## src/hdl/ldorc_pkg.sv

```systemverilog
package ldorc_pkg;

	// ************************************************************
	// Special function register map
	// ************************************************************
	localparam logic [7:0] REGULATOR_CONTROL_ADDR = 8'hc9;
	localparam logic [7:0] REGULATOR_CONTROL_PAGE = 8'h00;
	localparam logic [7:0] REGULATOR_CONTROL_RST  = 8'h50;

	// ************************************************************
	// Field positions of regulator_control
	// ************************************************************
	localparam int REGULATOR_OFF_BIT       = 7;
	localparam int RESERVED_ONE_BIT        = 6;
	localparam int OUTPUT_LEVEL_SELECT_BIT = 4;
	localparam int DROPOUT_BIT             = 0;

	// Lanes with no function: bits 5 and 3:1
	localparam logic [7:0] UNUSED_LANES_MASK = 8'h2e;

	// Flops between the dropout comparator and its status bit
	localparam int DROPOUT_SYNC_STAGES = 2;

	// Values after reset
	localparam logic REGULATOR_OFF_RST       = 1'b0;
	localparam logic OUTPUT_LEVEL_SELECT_RST = 1'b1;
	localparam logic RESERVED_ONE_VALUE      = 1'b1;
	localparam logic DROPOUT_SYNC_RST        = 1'b0;
	localparam logic IRQ_RST                 = 1'b0;
	localparam logic PRIORITY_RST            = 1'b0;
	localparam logic RVALID_RST              = 1'b0;
	localparam logic [7:0] RDATA_IDLE        = 8'h00;

	// Output level codes: 0 gives 2.1V, 1 gives 2.6V
	localparam logic LEVEL_2V1 = 1'b0;
	localparam logic LEVEL_2V6 = 1'b1;

	// ************************************************************
	// Carriers
	// ************************************************************
	typedef struct packed {
		logic [7:0] addr;
		logic [7:0] page;
		logic       write;
		logic       read;
		logic [7:0] wdata;
	} ldorc_sfr_req_s;

	typedef struct packed {
		logic [7:0] rdata;
		logic       rvalid;
	} ldorc_sfr_rsp_s;

	typedef struct packed {
		logic           regulatorOff;
		logic           outputLevelSelect;
		logic           dropoutMeta;
		logic           dropoutSync;
		logic           supplySagIrq;
		logic           supplySagIrqPriority;
		ldorc_sfr_rsp_s rsp;
	} ldorc_state_s;

endpackage

```

## src/hdl/ldorc_regulator_control.sv

```systemverilog
`timescale 1ns/1ps
`default_nettype none

// Behaviour
// - Regulator comes up enabled after reset; stays enabled until software disables it.
// - Bit 7 is read/write disable: zero keeps regulator on, one turns it off.
// - Bit 4 selects output level: zero 2.1V, one 2.6V; resets to one.
// - Reserved bit 6 reads as one; software always writes one there.
// - Bits 5 and 3:1 read zero; writes to them are ignored.
// - Bit 0 reports dropout state, set by hardware; writes have no effect.
// - Dropout interrupt request raised only while its enable bit is set.
// - No pending flag; request follows live condition, no software acknowledge.
// - Dropout interrupt priority comes from its dedicated priority bit.
// - Register decodes at address 0xc9 only when page 0x00 is selected.
module ldorc_regulator_control #(
	// Register geometry, fixed by the carriers
	parameter int DATA_WIDTH  = 8,
	parameter int ADDR_WIDTH  = 8,
	parameter int PAGE_WIDTH  = 8,
	// Depth of the dropout synchroniser
	parameter int SYNC_STAGES = ldorc_pkg::DROPOUT_SYNC_STAGES
) (
	// Clock and reset
	input  wire logic                     clk,
	input  wire logic                     reset,
	// Special function register access
	input  wire ldorc_pkg::ldorc_sfr_req_s sfrReq,
	output var  ldorc_pkg::ldorc_sfr_rsp_s sfrRsp,
	// Interrupt controller bits
	input  wire logic                     supplySagIrqEnable,
	input  wire logic                     supplySagIrqPriorityIn,
	// Analog regulator
	input  wire logic                     dropoutRaw,
	output logic                          regulatorOff,
	output logic                          outputLevelSelect,
	// Interrupt request
	output logic                          supplySagIrq,
	output logic                          supplySagIrqPriority
);
	import ldorc_pkg::*;

	ldorc_state_s state_reg;
	ldorc_state_s state_next;
	logic         regHit;
	logic [7:0]   readValue;
	logic         hitRead;
	logic         hitWrite;
	logic [7:0]   laneWrite;

	// ************************************************************
	// Lane classes of regulator_control
	// ************************************************************
	localparam logic [7:0] STORED_LANES    = (8'h01 << REGULATOR_OFF_BIT)
		| (8'h01 << OUTPUT_LEVEL_SELECT_BIT);
	localparam logic [7:0] FIXED_ONE_LANES = 8'h01 << RESERVED_ONE_BIT;
	localparam logic [7:0] LIVE_LANES      = 8'h01 << DROPOUT_BIT;
	localparam logic [7:0] NAMED_LANES     = STORED_LANES | FIXED_ONE_LANES | LIVE_LANES;
	// Rebuilt from the field constants so the package cannot drift apart
	localparam logic [7:0] RESET_IMAGE     = (8'(REGULATOR_OFF_RST) << REGULATOR_OFF_BIT)
		| (8'(OUTPUT_LEVEL_SELECT_RST) << OUTPUT_LEVEL_SELECT_BIT)
		| (8'(RESERVED_ONE_VALUE) << RESERVED_ONE_BIT);

	// ************************************************************
	// Value after reset
	// ************************************************************
	localparam ldorc_state_s STATE_RST = '{
		regulatorOff:         REGULATOR_OFF_RST,
		outputLevelSelect:    OUTPUT_LEVEL_SELECT_RST,
		dropoutMeta:          DROPOUT_SYNC_RST,
		dropoutSync:          DROPOUT_SYNC_RST,
		supplySagIrq:         IRQ_RST,
		supplySagIrqPriority: PRIORITY_RST,
		rsp:                  '{rdata: RDATA_IDLE, rvalid: RVALID_RST}
	};

	// ************************************************************
	// Address and page decode
	// ************************************************************
	always_comb begin
		regHit = (sfrReq.addr == REGULATOR_CONTROL_ADDR)
			&& (sfrReq.page == REGULATOR_CONTROL_PAGE);
		hitRead = sfrReq.read && regHit;
		hitWrite = sfrReq.write && regHit;
	end

	// ************************************************************
	// Per-lane write acceptance and read value
	// ************************************************************
	// Only stored lanes take write data; the rest ignore it silently
	for (genvar lane = 0; lane < DATA_WIDTH; lane++) begin : g_lane
		if (STORED_LANES[lane]) begin : g_stored
			assign laneWrite[lane] = hitWrite;
		end else begin : g_ignored
			assign laneWrite[lane] = 1'b0;
		end
		if (lane == REGULATOR_OFF_BIT) begin : g_off
			assign readValue[lane] = state_reg.regulatorOff;
		end else if (lane == OUTPUT_LEVEL_SELECT_BIT) begin : g_level
			assign readValue[lane] = state_reg.outputLevelSelect;
		end else if (LIVE_LANES[lane]) begin : g_live
			assign readValue[lane] = state_reg.dropoutSync;
		end else if (FIXED_ONE_LANES[lane]) begin : g_fixed
			assign readValue[lane] = RESERVED_ONE_VALUE;
		end else begin : g_unused
			assign readValue[lane] = 1'b0;
		end
	end

	// ************************************************************
	// Next state
	// ************************************************************
	always_comb begin
		state_next = state_reg;
		// Analog flag is asynchronous to clk, so it passes two flops first
		state_next.dropoutMeta = dropoutRaw;
		state_next.dropoutSync = state_reg.dropoutMeta;

		// Only bits 7 and 4 are stored; all other lanes are dropped
		if (laneWrite[REGULATOR_OFF_BIT]) begin
			state_next.regulatorOff = sfrReq.wdata[REGULATOR_OFF_BIT];
		end
		if (laneWrite[OUTPUT_LEVEL_SELECT_BIT]) begin
			state_next.outputLevelSelect = sfrReq.wdata[OUTPUT_LEVEL_SELECT_BIT];
		end

		// Live level, no latch: it drops when dropoutSync falls or the enable is masked
		state_next.supplySagIrq = state_reg.dropoutSync && supplySagIrqEnable;
		state_next.supplySagIrqPriority = supplySagIrqPriorityIn;

		// Read data is zero when idle so a bus OR of many slaves stays clean
		state_next.rsp.rvalid = hitRead;
		state_next.rsp.rdata = hitRead ? readValue : RDATA_IDLE;
	end

	// ************************************************************
	// State register
	// ************************************************************
	always_ff @(posedge clk) begin
		if (reset) begin
			state_reg <= STATE_RST;
		end else begin
			state_reg <= state_next;
		end
	end

	// ************************************************************
	// Outputs, each straight from a flop
	// ************************************************************
	assign sfrRsp = state_reg.rsp;
	assign regulatorOff = state_reg.regulatorOff;
	assign outputLevelSelect = state_reg.outputLevelSelect;
	assign supplySagIrq = state_reg.supplySagIrq;
	assign supplySagIrqPriority = state_reg.supplySagIrqPriority;

	// ************************************************************
	// Elaboration checks
	// ************************************************************
	// Carriers fix a byte-wide bus; another width needs new structs
	if (DATA_WIDTH != 8) begin : g_bad_data_width
		$error("ldorc_regulator_control: DATA_WIDTH must be 8");
	end

	if (ADDR_WIDTH != 8) begin : g_bad_addr_width
		$error("ldorc_regulator_control: ADDR_WIDTH must be 8");
	end

	if (PAGE_WIDTH != 8) begin : g_bad_page_width
		$error("ldorc_regulator_control: PAGE_WIDTH must be 8");
	end

	// The state struct holds exactly two synchroniser flops
	if (SYNC_STAGES != DROPOUT_SYNC_STAGES) begin : g_bad_sync_stages
		$error("ldorc_regulator_control: SYNC_STAGES must be 2");
	end

	// Every named lane must sit inside the byte
	if (REGULATOR_OFF_BIT >= DATA_WIDTH) begin : g_bad_off_lane
		$error("ldorc_regulator_control: disable lane outside the byte");
	end

	if (RESERVED_ONE_BIT >= DATA_WIDTH) begin : g_bad_fixed_lane
		$error("ldorc_regulator_control: reserved lane outside the byte");
	end

	if (OUTPUT_LEVEL_SELECT_BIT >= DATA_WIDTH) begin : g_bad_level_lane
		$error("ldorc_regulator_control: level lane outside the byte");
	end

	if (DROPOUT_BIT >= DATA_WIDTH) begin : g_bad_live_lane
		$error("ldorc_regulator_control: dropout lane outside the byte");
	end

	// Two fields on one lane would make the read mux ambiguous
	if ($countones(NAMED_LANES) != 4) begin : g_bad_lane_overlap
		$error("ldorc_regulator_control: named lanes overlap");
	end

	// Named and unused lanes together cover the byte exactly once
	if (NAMED_LANES != ~UNUSED_LANES_MASK) begin : g_bad_unused_lanes
		$error("ldorc_regulator_control: unused lane mask disagrees");
	end

	// Field reset constants must add up to the register's reset value
	if (RESET_IMAGE != REGULATOR_CONTROL_RST) begin : g_bad_reset_image
		$error("ldorc_regulator_control: field resets disagree");
	end

	// The reserved lane must read back as one
	if (RESERVED_ONE_VALUE != 1'b1) begin : g_bad_reserved_value
		$error("ldorc_regulator_control: reserved lane must read one");
	end

endmodule

`default_nettype wire

```

## config.mk

```make
export PLATFORM = sky130hd
export DESIGN_NAME = ldorc_regulator_control
export DESIGN_NICKNAME = d
export VERILOG_FILES = /design/src/hdl/ldorc_pkg.sv /design/src/hdl/ldorc_regulator_control.sv
export SDC_FILE = /design/constraint.sdc
export NUM_CORES = 1
export LEC_CHECK = 0
export ABC_AREA = 1
export BUFFER_PORTS_ARGS = -buffer_cell sky130_fd_sc_hd__buf_2
export CORE_MARGIN = 4
export CORE_UTILIZATION = 34
export DETAILED_ROUTE_END_ITERATION = 12
export HOLD_SLACK_MARGIN = 0.05
export PLACE_DENSITY = 0.84
export SETUP_SLACK_MARGIN = 0.3
export SYNTH_ARGS = -nofsm -noshare
export SYNTH_HDL_FRONTEND = slang
export SYNTH_SLANG_ARGS = --single-unit
```

## constraint.sdc

```tcl
create_clock -name clk -period 0.85 [get_ports clk]
set_input_delay 0.1275 -clock clk [delete_from_list [all_inputs] [get_ports clk]]
set_output_delay 0.1275 -clock clk [all_outputs]
set_load 0.1 [all_outputs]
```

### Word level (Yosys, flattened, before mapping)

Cells that the tools add are included.

* register bits after elaboration: 15
* output and inout bits: 13
* word-level logic and storage cells: 18
* bits of input ports: 31

* equality and inequality tests: 1
* muxes and demuxes: 1
* reductions and logical operators: 6
* bitwise operators: 1

Operators by type and width (number)
* $eq A8 B8 Y1 const B: 1
* $logic_not A8 Y1: 1
* $mux W7: 1
* $logic_and A1 B1 Y1: 4
* $reduce_or A2 Y1: 1
* $not A1 Y1: 1

### Longest topological paths before layout

* word-level depth: 5
* depth in mapped cells: 8
* depth with buffers taken out: 8

### Worst setup path before layout

No wires, ideal clock.

* path type: register to output
* from: register state_reg, in the netlist sfrRsp[7]
* to: output port sfrRsp[7] (netlist name)
* data arrival time: 1.356 ns
* stages on the path, launching flop included: 2
* path slack: -0.634 ns
* data required time: 0.722 ns
* path buffers: 1
* cell sequence: dfxtp_1 -> buf_4

RTL lines
* start: declaration: RTL line ldorc_regulator_control.sv:42 `ldorc_state_s state_reg;`
* start signal: assignment: RTL line ldorc_regulator_control.sv:142 `state_reg <= state_next;`
* end: declaration: RTL line ldorc_regulator_control.sv:28 `output var ldorc_pkg::ldorc_sfr_rsp_s sfrRsp,`

No word-level cell between the ends.

### Final worst setup path

* from: register state_reg, in the netlist sfrRsp[7]
* to: output port sfrRsp[7] (netlist name)

No word-level cell between the ends.

==> run metrics <==
Leakage 0.471 nW; final period utilization 1.11; clk_skew 0.151 ps; first-pass GRT wire length 2.09 mm; final antenna-violating net count 0; fmax 1.06 GHz; Critical Path Start Type flop; Nets 147; Max stage delay on crit path 370 ps; endpoints failing setup 9; final RePlAce weighted congestion 0.737; Die Height 45.4 µm; most frequent cells in the layout nor2_1 (18), buf_2 (18), nand2_1 (11); deepest clock path buffer count 2; clock latency on the worst-skew pair 260 ps; CTS tree yes; Via density 4.54; RSZ-0062 raised after global routing yes; Die Wd 45.4 µm; H-tree levels 1; cells after synthesis 76; Min Clock Period, post-route 940 ps; cells along the critical path buf_12; number of global-route vias before repair 519; Pwr Density 1090 mW/mm²; clock root buffer master clkbuf_4; MaxCap Viol Count 0; failing checks setup timing; run status finished, violations left; register area 230 µm²; Sink Count 10; synthesis-stage register bit count 10; placed insts 122; initial antenna violation count 0; Starting Density 0.362; TritonCTS buffer count 3; Top-Level Pins 44; drt first pass iters 4; PortBufs 33; Critical Path Start sfrRsp[7]; Final Slew Violations 0; synth warn 0; CP Capture Type primary output; Worst EP required 720 ps; CP max FO 2; initial drt markers 4; Hold Crit Class in -> reg; pre-CTS WS -96.8 ps; final hold vios 0; CP bufs+invs 1; largest vdd supply drop 0.000704 V; post-route setup slack -89.6 ps; HPWL after detailed placement 1.05 mm; Netlist cell types 8; largest net degree at the start of global routing 7; Final Non-Filler Cells 130; hold path start supplySagIrqPriorityIn; diodes inserted 0; Area Overhead vs Synth 104%; Core ar. 0.00132 mm²; area of the multi-input gates 246 µm²; Worst-path clk slew 60 ps; DR vias 590; die area 0.00207 mm²; CP top delay family flip-flops; total track usage 0.146; type of the worst setup path reg -> out; Syn Std Cell Area 477 µm²; CP max-delay cell dfxtp_4; Fill cells 83; post-synthesis sequential area ratio 0.420; crit path DAT 810 ps; DRC 0; Avg Synthesized Cell Area 6.27 µm²; layout cell share with drive strength beyond 1 0.565; global route overflow 0; Worst R2R Start regulatorOff; Rows 13; drt total wl 1.65 mm; post-DR wirelength/cell 12.7 µm
==> kinds of logic (layout without fill, tap and decap cells) <==
family	count (synthesis)	after routing	share of synthesized area
other	1	4	0.00787
DFF	10	10	0.420
and+or+nand+nor	45	45	0.375
buffers and inverters	20	56	0.197
==> where the power goes <==
group          switching, mW  total [mW]  leakage (nW)  internal, mW
logic                  0.174       0.267         0.369        0.0929
clock network          0.155       0.336        0.0150         0.181
registers            0.00402       0.457        0.0866         0.453
==> layer usage <==
metal | track usage | share of wire
met2 | 0.287 | 0.61
met1 | 0.116 | 0.30
met5 | 0 | 0
met3 | 0.0435 | 0.070
met4 | 0.105 | 0.026
==> worst paths after layout <==
path	endpoint	slack [ps]	depth (start not counted)
max reg2reg	regulatorOff	10	6
min	supplySagIrqPriority	70	3
min reg2reg	readValue[0]	410	2
max	sfrRsp[7]	-90	1
==> per-stage QoR <==
step / hold slack (ps) / utilization / setup TNS [ps] / instance area, µm² / total power [mW]
global route: 79.1 / 0.737 / -806 / 971 / 1.10
finish: 74.0 / 0.737 / -590 / 971 / 1.06
floorplan: 189 / - / -20.3 / 548 / 0.622
CTS: 68.9 / 0.672 / -598 / 886 / 1.03
detailed placement: 338 / 0.620 / -438 / 817 / 0.699
global placement: 328 / 0.620 / -276 / 817 / 0.693
==> final cells by class <==
| cell class | instances | area share |
|---|---|---|
| sequential | 10 | 0.237 |
| inverter | 15 | 0.0683 |
| tap | 15 | 0.0193 |
| clock buffer | 4 | 0.0271 |
| timing repair buffer | 37 | 0.394 |
| multi-input combinational | 49 | 0.254 |
==> state kept, by name, summed over array words and instances (netlist names) <==
register              cells
supplySagIrqPriority      1
state_next                1
readValue                 1
sfrRsp                    4
supplySagIrq              1
regulatorOff              1
outputLevelSelect         1
==> synthesized netlist by cell type <==
cell type,instances,share of area
nor2_1,27,0.21
nand2_1,13,0.10
nand3_1,2,0.021
conb_1,1,0.0079
nand4_1,3,0.039
buf_4,5,0.079
dfxtp_1,10,0.42
inv_1,15,0.12
==> repair_timing <==
| action | in CTS | in global routing |
|---|---|---|
| pin swaps | 7 | 10 |
| setup endpoints to repair | 15 | 15 |
| resized for setup | 7 | 20 |
| hold buffers | 0 | 0 |
| setup buffers | 2 | 2 |
No activity file was read; power rests on OpenSTA's default activity.
